$ cat src/rtl/chg_boost_pkg.sv
// Functional notes
// - Charge, configure or high impedance when selecting charge
// - Boost without fault; any fault goes configure
// - Impedance request with idle OTG forces high impedance
// - 32-second mode boosts on OTG or select bit
// - Boost starts safety timer; kick restarts, self-clears
// - Timer expiry stops boost, pulses, sets fault
// - VBUS overvoltage stops boost, clears select, faults
// - Boost restarts only on reselect or OTG
// - Overload over 30 ms stops boost, faults
// - Overload fault holds boost off until cleared
// - Battery out of range stops boost, faults
// - Boost resumes after battery fault on reselect
// - Status pin open while boosting; one 128-us fault pulse
// - Switching off below 75 mA, on at mid-rail dip
// - Crude timer runs in high impedance at low battery
// - Crude expiry enters 32-minute mode, stops crude timer
// - 32-minute mode with VBUS under UVLO means high impedance
// - Status pin low while charging with indicator enabled
// - Parameter reset restores defaults, bit self-clears
`default_nettype none
package chg_boost_pkg;

    // Clock and time base
    localparam int unsigned CLK_PERIOD_NS = 50;
    localparam int unsigned TICK_NS = 1000;
    localparam int unsigned TICK_DIV = TICK_NS / CLK_PERIOD_NS;
    localparam logic [7:0] DIV_LAST = 8'(TICK_DIV - 1);
    localparam int unsigned FAULT_PULSE_US = 128;
    localparam int unsigned OVERLOAD_MS = 30;
    localparam int unsigned SAFETY_S = 32;
    localparam int unsigned PULSE_TICKS = FAULT_PULSE_US * 1000 / TICK_NS;
    localparam int unsigned OVERLOAD_TICKS =
        OVERLOAD_MS * 1000000 / TICK_NS + 1;
    // Divide first so the product stays inside 32 bits
    localparam int unsigned SAFETY_TICKS = SAFETY_S * (1000000000 / TICK_NS);

    // Register byte offsets
    localparam logic [7:0] CTRL_ADDR = 8'h00;
    localparam logic [7:0] STATUS_ADDR = 8'h04;
    localparam logic [7:0] FAULT_ADDR = 8'h08;
    localparam logic [7:0] PARAM_ADDR = 8'h0C;

    // Control fields
    localparam int CT_OPA = 0;
    localparam int CT_HZ = 1;
    localparam int CT_KICK = 2;
    localparam int CT_ENSTAT = 3;
    localparam int CT_PRST = 4;
    localparam logic EN_STAT_RESET = 1'b1;

    // Status fields
    localparam int ST_MODE_LSB = 0;
    localparam int ST_LONG = 2;
    localparam int ST_PULSE = 3;
    localparam int ST_SWITCH = 4;

    // Fault fields
    localparam int FAULT_W = 4;
    localparam int FL_TMR = 0;
    localparam int FL_VOVP = 1;
    localparam int FL_OVL = 2;
    localparam int FL_BAT = 3;

    // Charge parameter block
    localparam int PARAM_W = 8;
    localparam logic [PARAM_W-1:0] PARAM_DEFAULT = 8'h3C;

    // Mode codes seen by software
    localparam logic [1:0] MODE_CODE_HIZ = 2'h0;
    localparam logic [1:0] MODE_CODE_CHARGE = 2'h1;
    localparam logic [1:0] MODE_CODE_CFG = 2'h2;
    localparam logic [1:0] MODE_CODE_BOOST = 2'h3;

    typedef enum logic [1:0] {
        MODE_HIZ,
        MODE_CHARGE,
        MODE_CHG_CFG,
        MODE_BOOST
    } mode_type;

    // Comparator and pin flags, all asynchronous to clk
    typedef struct packed {
        logic otg_active;
        logic charge_fault;
        logic mid_rail_low;
        logic ind_current_low;
        logic bat_below_lowv;
        logic bat_below_min;
        logic bat_ovp;
        logic overload;
        logic vbus_ovp;
        logic vbus_below_uvlo;
    } cmp_type;

endpackage
`default_nettype wire

$ cat src/rtl/timeout_timer.sv
`default_nettype none
module timeout_timer #(
    parameter int unsigned LIMIT = 1
) (
    input wire logic clk,
    input wire logic rst_n,
    input wire logic tick,
    input wire logic run,
    input wire logic restart,
    output logic expired
);
    localparam logic [31:0] LAST = 32'(LIMIT - 1);
    logic [31:0] count_reg;

    // Tick counter, cleared when idle or restarted
    always_ff @(posedge clk or negedge rst_n) begin
        if (!rst_n) begin
            count_reg <= 32'h0;
            expired <= 1'b0;
        end else begin
            expired <= 1'b0;
            if (!run || restart) begin
                count_reg <= 32'h0;
            end else if (tick) begin
                if (count_reg == LAST) begin
                    count_reg <= 32'h0;
                    expired <= 1'b1;
                end else begin
                    count_reg <= count_reg + 32'h1;
                end
            end
        end
    end
endmodule
`default_nettype wire

$ cat src/rtl/charger_boost_mode_supervisor.sv
`default_nettype none
module charger_boost_mode_supervisor
    import chg_boost_pkg::*;
#(
    parameter int unsigned PULSE_LEN = PULSE_TICKS,
    parameter int unsigned OVERLOAD_LEN = OVERLOAD_TICKS,
    parameter int unsigned SAFETY_LEN = SAFETY_TICKS,
    parameter int unsigned CRUDE_LEN = SAFETY_TICKS
) (
    input wire logic clk,
    input wire logic resetn,
    input wire logic psel,
    input wire logic penable,
    input wire logic pwrite,
    input wire logic [7:0] paddr,
    input wire logic [31:0] pwdata,
    output logic [31:0] prdata,
    output logic pready,
    output logic pslverr,
    input wire cmp_type cmp_pins,
    output logic boost_on,
    output logic charge_on,
    output logic hiz_on,
    output logic boost_switch_en,
    output logic stat_out,
    output logic stat_oe,
    output logic [PARAM_W-1:0] charge_params
);
    localparam int CMP_W = $bits(cmp_type);

    logic rst_meta_reg;
    logic rst_n_reg;
    logic [CMP_W-1:0] cmp_meta_reg;
    logic [CMP_W-1:0] cmp_sync_reg;
    cmp_type cmp;
    logic [7:0] div_reg;
    logic tick;
    logic setup;
    logic wr_en;
    logic hit;
    logic wr_ctrl;
    logic wr_fault;
    logic wr_param;
    logic opa_reg;
    logic hz_reg;
    logic kick_reg;
    logic en_stat_reg;
    logic prst_reg;
    logic [PARAM_W-1:0] params_reg;
    logic [FAULT_W-1:0] fault_reg;
    logic [FAULT_W-1:0] fault_set;
    logic fault_evt;
    logic long_mode_reg;
    mode_type mode_reg;
    mode_type mode_next;
    logic boost_act;
    logic boost_req;
    logic boost_block;
    logic pulse_reg;
    logic switch_reg;
    logic stat_oe_reg;
    logic [31:0] prdata_reg;
    logic [31:0] rd_word;
    logic [1:0] mode_code;
    logic safety_done;
    logic ovl_done;
    logic pulse_done;
    logic crude_done;
    logic crude_run;

    // Reset release through two flops
    always_ff @(posedge clk or negedge resetn) begin
        if (!resetn) begin
            rst_meta_reg <= 1'b0;
            rst_n_reg <= 1'b0;
        end else begin
            rst_meta_reg <= 1'b1;
            rst_n_reg <= rst_meta_reg;
        end
    end

    // Two-stage synchroniser per flag
    generate
        for (genvar i = 0; i < CMP_W; i++) begin : g_sync
            always_ff @(posedge clk or negedge rst_n_reg) begin
                if (!rst_n_reg) begin
                    cmp_meta_reg[i] <= 1'b0;
                    cmp_sync_reg[i] <= 1'b0;
                end else begin
                    cmp_meta_reg[i] <= cmp_pins[i];
                    cmp_sync_reg[i] <= cmp_meta_reg[i];
                end
            end
        end
    endgenerate
    assign cmp = cmp_type'(cmp_sync_reg);

    // Prescaler giving one tick per microsecond
    always_ff @(posedge clk or negedge rst_n_reg) begin
        if (!rst_n_reg) begin
            div_reg <= 8'h00;
        end else if (div_reg == DIV_LAST) begin
            div_reg <= 8'h00;
        end else begin
            div_reg <= div_reg + 8'h01;
        end
    end
    assign tick = (div_reg == DIV_LAST);

    // APB decode; zero wait states
    assign setup = psel & ~penable;
    assign wr_en = psel & penable & pwrite;
    assign hit = (paddr == CTRL_ADDR) || (paddr == STATUS_ADDR) ||
                 (paddr == FAULT_ADDR) || (paddr == PARAM_ADDR);
    assign wr_ctrl = wr_en & (paddr == CTRL_ADDR);
    assign wr_fault = wr_en & (paddr == FAULT_ADDR);
    assign wr_param = wr_en & (paddr == PARAM_ADDR);
    assign pready = 1'b1;
    assign pslverr = psel & penable & ~hit;
    assign prdata = prdata_reg;

    assign boost_act = (mode_reg == MODE_BOOST);
    assign boost_req = (opa_reg | cmp.otg_active) & ~long_mode_reg;

    // Boost fault sources
    always_comb begin
        fault_set = '0;
        fault_set[FL_TMR] = safety_done;
        fault_set[FL_VOVP] = boost_act & cmp.vbus_ovp;
        fault_set[FL_OVL] = ovl_done;
        fault_set[FL_BAT] = boost_act &
            (cmp.bat_ovp | cmp.bat_below_min);
    end
    assign fault_evt = |fault_set;

    // Boost held off by latched or present faults
    assign boost_block = fault_reg[FL_TMR] | fault_reg[FL_OVL] |
        fault_evt | cmp.vbus_ovp | cmp.bat_ovp | cmp.bat_below_min;

    // Mode selection
    always_comb begin
        if ((hz_reg && !cmp.otg_active) ||
            (long_mode_reg && cmp.vbus_below_uvlo)) begin
            mode_next = MODE_HIZ;
        end else if (boost_act && fault_evt) begin
            mode_next = MODE_CHG_CFG;
        end else if (boost_req) begin
            mode_next = boost_block ? MODE_CHG_CFG : MODE_BOOST;
        end else if (cmp.vbus_below_uvlo) begin
            mode_next = MODE_HIZ;
        end else if (cmp.charge_fault) begin
            mode_next = MODE_CHG_CFG;
        end else begin
            mode_next = MODE_CHARGE;
        end
    end

    // Mode register and registered mode outputs
    always_ff @(posedge clk or negedge rst_n_reg) begin
        if (!rst_n_reg) begin
            mode_reg <= MODE_HIZ;
            boost_on <= 1'b0;
            charge_on <= 1'b0;
            hiz_on <= 1'b1;
        end else begin
            mode_reg <= mode_next;
            boost_on <= (mode_next == MODE_BOOST);
            charge_on <= (mode_next == MODE_CHARGE);
            hiz_on <= (mode_next == MODE_HIZ);
        end
    end

    // Control bits; hardware fault clear of select wins
    always_ff @(posedge clk or negedge rst_n_reg) begin
        if (!rst_n_reg) begin
            opa_reg <= 1'b0;
            hz_reg <= 1'b0;
            en_stat_reg <= EN_STAT_RESET;
        end else begin
            if (wr_ctrl) begin
                opa_reg <= pwdata[CT_OPA];
                hz_reg <= pwdata[CT_HZ];
                en_stat_reg <= pwdata[CT_ENSTAT];
            end
            if (fault_set[FL_VOVP] | fault_set[FL_OVL] |
                fault_set[FL_BAT]) begin
                opa_reg <= 1'b0;
            end
        end
    end

    // Self-clearing timer kick
    always_ff @(posedge clk or negedge rst_n_reg) begin
        if (!rst_n_reg) begin
            kick_reg <= 1'b0;
        end else begin
            kick_reg <= wr_ctrl & pwdata[CT_KICK];
        end
    end

    // Parameter reset and parameter block
    always_ff @(posedge clk or negedge rst_n_reg) begin
        if (!rst_n_reg) begin
            prst_reg <= 1'b0;
            params_reg <= PARAM_DEFAULT;
        end else begin
            prst_reg <= wr_ctrl & pwdata[CT_PRST];
            if (prst_reg) begin
                params_reg <= PARAM_DEFAULT;
            end else if (wr_param) begin
                params_reg <= pwdata[PARAM_W-1:0];
            end
        end
    end
    assign charge_params = params_reg;

    // Sticky fault bits, write one to clear, set wins
    always_ff @(posedge clk or negedge rst_n_reg) begin
        if (!rst_n_reg) begin
            fault_reg <= '0;
        end else begin
            fault_reg <= (fault_reg &
                ~(wr_fault ? pwdata[FAULT_W-1:0] : '0)) | fault_set;
        end
    end

    // Boost safety timer, restarted by kick
    timeout_timer #(.LIMIT(SAFETY_LEN)) u_safety (
        .clk(clk),
        .rst_n(rst_n_reg),
        .tick(tick),
        .run(boost_act),
        .restart(kick_reg),
        .expired(safety_done)
    );

    // Overload persistence timer
    timeout_timer #(.LIMIT(OVERLOAD_LEN)) u_overload (
        .clk(clk),
        .rst_n(rst_n_reg),
        .tick(tick),
        .run(boost_act & cmp.overload),
        .restart(1'b0),
        .expired(ovl_done)
    );

    // Fault pulse width timer
    timeout_timer #(.LIMIT(PULSE_LEN)) u_pulse (
        .clk(clk),
        .rst_n(rst_n_reg),
        .tick(tick),
        .run(pulse_reg),
        .restart(1'b0),
        .expired(pulse_done)
    );

    // Crude timer in high impedance at low battery
    assign crude_run = (mode_reg == MODE_HIZ) & cmp.bat_below_lowv &
        ~long_mode_reg;
    timeout_timer #(.LIMIT(CRUDE_LEN)) u_crude (
        .clk(clk),
        .rst_n(rst_n_reg),
        .tick(tick),
        .run(crude_run),
        .restart(1'b0),
        .expired(crude_done)
    );

    // Timer mode: crude expiry enters 32-minute mode
    always_ff @(posedge clk or negedge rst_n_reg) begin
        if (!rst_n_reg) begin
            long_mode_reg <= 1'b0;
        end else if (crude_done) begin
            long_mode_reg <= 1'b1;
        end else if (wr_ctrl) begin
            long_mode_reg <= 1'b0;
        end
    end

    // Single fault pulse; faults during a pulse join it
    always_ff @(posedge clk or negedge rst_n_reg) begin
        if (!rst_n_reg) begin
            pulse_reg <= 1'b0;
        end else if (fault_evt && !pulse_reg) begin
            pulse_reg <= 1'b1;
        end else if (pulse_done) begin
            pulse_reg <= 1'b0;
        end
    end

    // Status pin drive, open drain low only
    always_ff @(posedge clk or negedge rst_n_reg) begin
        if (!rst_n_reg) begin
            stat_oe_reg <= 1'b0;
        end else begin
            stat_oe_reg <= pulse_reg |
                ((mode_reg == MODE_CHARGE) & en_stat_reg);
        end
    end
    assign stat_oe = stat_oe_reg;
    assign stat_out = 1'b0;

    // Light-load switching control
    always_ff @(posedge clk or negedge rst_n_reg) begin
        if (!rst_n_reg) begin
            switch_reg <= 1'b1;
        end else if (!boost_act) begin
            switch_reg <= 1'b1;
        end else if (!switch_reg && cmp.mid_rail_low) begin
            switch_reg <= 1'b1;
        end else if (switch_reg && cmp.ind_current_low) begin
            switch_reg <= 1'b0;
        end
    end
    assign boost_switch_en = switch_reg & boost_on;

    // Mode code for status
    always_comb begin
        unique case (mode_reg)
            MODE_HIZ: mode_code = MODE_CODE_HIZ;
            MODE_CHARGE: mode_code = MODE_CODE_CHARGE;
            MODE_CHG_CFG: mode_code = MODE_CODE_CFG;
            MODE_BOOST: mode_code = MODE_CODE_BOOST;
        endcase
    end

    // Read word selection
    always_comb begin
        rd_word = 32'h0;
        unique case (paddr)
            CTRL_ADDR: begin
                rd_word[CT_OPA] = opa_reg;
                rd_word[CT_HZ] = hz_reg;
                rd_word[CT_KICK] = kick_reg;
                rd_word[CT_ENSTAT] = en_stat_reg;
                rd_word[CT_PRST] = prst_reg;
            end
            STATUS_ADDR: begin
                rd_word[ST_MODE_LSB +: 2] = mode_code;
                rd_word[ST_LONG] = long_mode_reg;
                rd_word[ST_PULSE] = pulse_reg;
                rd_word[ST_SWITCH] = switch_reg;
            end
            FAULT_ADDR: rd_word[FAULT_W-1:0] = fault_reg;
            PARAM_ADDR: rd_word[PARAM_W-1:0] = params_reg;
            default: rd_word = 32'h0;
        endcase
    end

    // Read data captured in the setup cycle
    always_ff @(posedge clk or negedge rst_n_reg) begin
        if (!rst_n_reg) begin
            prdata_reg <= 32'h0;
        end else if (setup && !pwrite) begin
            prdata_reg <= rd_word;
        end
    end
endmodule
`default_nettype wire

$ cat config.mk
export PLATFORM = sky130hd
export DESIGN_NAME = charger_boost_mode_supervisor
export DESIGN_NICKNAME = d
export VERILOG_FILES = /design/src/rtl/chg_boost_pkg.sv /design/src/rtl/timeout_timer.sv /design/src/rtl/charger_boost_mode_supervisor.sv
export SDC_FILE = /design/constraint.sdc
export NUM_CORES = 1
export LEC_CHECK = 0
export BUFFER_PORTS_ARGS = -buffer_cell sky130_fd_sc_hd__buf_2
export CAP_MARGIN = 20
export CORE_AREA = 2 2 131 133
export CTS_CLUSTER_DIAMETER = 50
export DETAILED_ROUTE_END_ITERATION = 6
export DIE_AREA = 0 0 133 135
export GPL_TIMING_DRIVEN = 0
export PLACE_DENSITY = 0.84
export SYNTH_ARGS = -nofsm -noshare
export SYNTH_HDL_FRONTEND = slang
export SYNTH_SLANG_ARGS = --single-unit
$ cat constraint.sdc
create_clock -name clk -period 16.8 [get_ports clk]
set_input_delay 1.68 -clock clk [delete_from_list [all_inputs] [get_ports clk]]
set_output_delay 1.68 -clock clk [all_outputs]
set_load 0.01 [all_outputs]
==> metrics.txt <==
maximum fanout along the worst path 6; CTS tree yes; multiplexer area fraction after synthesis 0.02651; Seq/Total Area, Yosys 0.4732; Die W 133 um; drt pass-1 iters 5; Fin. Hold Viols 0; vias in the first global route 8230; GRT Total Usage 0.2844; FF/Latch Area 4917 um^2; proportion of layout cells with a drive suffix above 1 0.1598; first-pass GRT wire length 41210 um; worst slew pin tran 0.8589 ns; synth unique cells 78; Gate Count Post-Synth 1074; CTS Hold Buffers Added 0; Routed Antenna Nets 0; power density cells 80.20 nW/um^2; antenna cells 0; adder-cell area share of the yosys netlist 0.007231; max_cap viols 0; # clock sinks 196; fill count 1173; CTS Buf Count 17; final cell count without fillers 1403; GPL Wtd Cong 0.8953; Max Slew Vio Count 0; Via density 6.299; area of the multi-input gates 5079 um^2; nets 1231; largest family of logic cells by synthesized area simple AND/OR/NAND/NOR gates; Leak 0.004895 uW; post-route minimum period 4.286 ns; number of synthesized flops with an enable pin 0; Peak VDD IR 79.67 uV; CP Class input pin to primary output; final wirelength 24390 um; clock buffer depth 2; post-synthesis instance area 10380 um^2; initial DRC count 971; Yosys reg bits 196; RSZ-0062 raised after global routing no; Tcrit/Tclk final 0.2551; Compound-Gate Fraction of Synth Area 0.09701; status completed; core area 16410 um^2; initial antenna violation count 0; cell taking the most area after synthesis dfrtp_1; Rows 47; Max Clk Rate 233.3 MHz; post-DR wirelength/cell 17.39 um; Placed Cells 1371; Synth async-reset ratio 1.000; clock root buffer clkbuf_16; Synth Area in Simple Gates 0.2921; WP data required 15.12 ns; critical path's most frequent cell buf_2; DP HPWL 16680 um; number of port buffers 50; area grow syn2layout 12.18%; worst-skew pair later-pin latency 0.44 ns; worst path arrival time 2.61 ns; Sum Neg Setup Slack 0 ns; smallest hold slack 0.3530 ns; CP max stage delay 0.26 ns; CTS resizes 0; DRC 0; post-synthesis xor/xnor area fraction 0.05652; DIE HEIGHT 135 um; total I/O pin count 103; Crit-path slowest cell nor4_1; Setup Skew 0.008731 ns; GRT overflow 0; Initial Utilization 0.6328; largest net degree at the start of global routing 73; vias 8837; Max-slew headroom 0.4221; Worst Hold Class flop to flop; htree depth 4; Avg Cell Area, Syn 9.667 um^2; commonest non-fill, non-tap cell in the layout dfrtp_1; dominant cells by area after synthesis dfrtp_1 46%, nand3_1 4.1%, nor2_1 3.8%; Synth top area share 0.4555; CP Launch Type input pin; Critical Path End Type primary output; # Post-CTS Setup Buffers 0; Clock transition at path regs 0.07 ns; Die ar. 17960 um^2; critical path cell sequence buf_2 > nor4_1 > nand2_1 > and3_1 > buf_2; final setup fails 0; Yosys warnings 0; leading cell types in the layout, fill and taps excluded 188 x dfrtp_1, 104 x nor2_1, 94 x nand2_1; Top FF cell, synth dfrtp_1
## Yosys cell counts, types with 3 or more instances
cell	instances
mux4_2	4
o21ai_1	3
buf_4	32
dfrtp_1	189
dfstp_2	7
a21oi_1	31
ha_1	6
nor3_1	39
xnor2_1	38
nor4_1	29
nor3b_1	3
and4_1	14
mux2i_1	14
o211ai_1	4
and2_1	13
nor2_1	104
nand3b_1	3
clkbuf_2	3
a31oi_1	27
and3_1	28
nand4b_1	4
o31ai_1	4
mux2_2	4
a22o_1	11
nand4_1	50
or2_2	5
nand2_1	94
a21o_1	6
a211o_1	5
a41oi_1	7
buf_2	18
xor2_1	29
clkbuf_1	18
nand3_1	86
nor4_2	8
or3_1	14
or4_1	12
nor4b_1	6
inv_1	12
o21ai_0	32
nand2b_1	3
nor2b_1	5
## metal layers
layer,up-vias,share of wire,global-route usage
li1,4099,-,-
met1,4292,0.44,0.3969
met2,391,0.48,0.4597
met3,55,0.066,0.05218
met4,0,0.019,0.08363
met5,-,0,0
## power breakdown
part           internal, uW  total (uW)  switching [uW]
Clock                   212         409             197
Combinational          15.8        39.9            24.1
Sequential              478         485            7.14
Total                   706         934             229
## cell type report
type                       count  area share
clock buffer                  17     0.03652
clock inverter                15     0.01386
sequential                   196      0.4222
inverter                      12    0.003867
timing repair buffer          52     0.02621
tap                          220     0.02363
buffer                        74     0.03771
multi-input combinational    817      0.4360
## worst max-delay path: cells and delay by family
kind,cells,cell delay (ns)
AND/OR/NAND/NOR,3,0.69
buffers and inverters,2,0.23
## path summary, 6_finish.rpt
kind	from	endpoint	slack, ns	depth (start not counted)
worst max-delay path	paddr[5]	pslverr	12.51	5
worst min-delay path	cmp_meta_reg[9]$_DFF_PN0_	cmp[9]$_DFF_PN0_	0.35	0
worst max register to register	mode_reg[1]$_DFF_PN0_	u_overload.count_reg[23]$_DFFE_PN0P_	14.19	7
worst min register to register	cmp_meta_reg[9]$_DFF_PN0_	cmp[9]$_DFF_PN0_	0.35	0
max in group asynchronous	rst_n_reg$_DFF_PN0_	charge_params[5]$_DFFE_PN1P_	15.16	2
min in group asynchronous	rst_n_reg$_DFF_PN0_	u_pulse.count_reg[19]$_DFFE_PN0P_	0.44	0
## through the flow
| stage | setup WS [ns] | power [uW] | cell area [um^2] | util |
|---|---|---|---|---|
| 6_report | 12.51 | 934.1 | 11650 | 0.7099 |
| 5_1_grt | 12.47 | 966.6 | 11650 | 0.7099 |
| 4_1_cts | 12.51 | 937.7 | 11650 | 0.7099 |
| 3_5_place_dp | 12.52 | 534.2 | 11060 | 0.6741 |
| 3_3_place_gp | 8.927 | 531.3 | 11000 | 0.6706 |
| 2_1_floorplan | 10.95 | 519.0 | 10480 | - |
## cell families after synthesis
group           after synthesis
simple gates                544
flops                       196
compound gates              151
buf+inv                      86
xor+xnor                     67
mux                          22
fa+ha+maj                     6
other cells                   2
No activity file was read; power rests on OpenSTA's default activity.
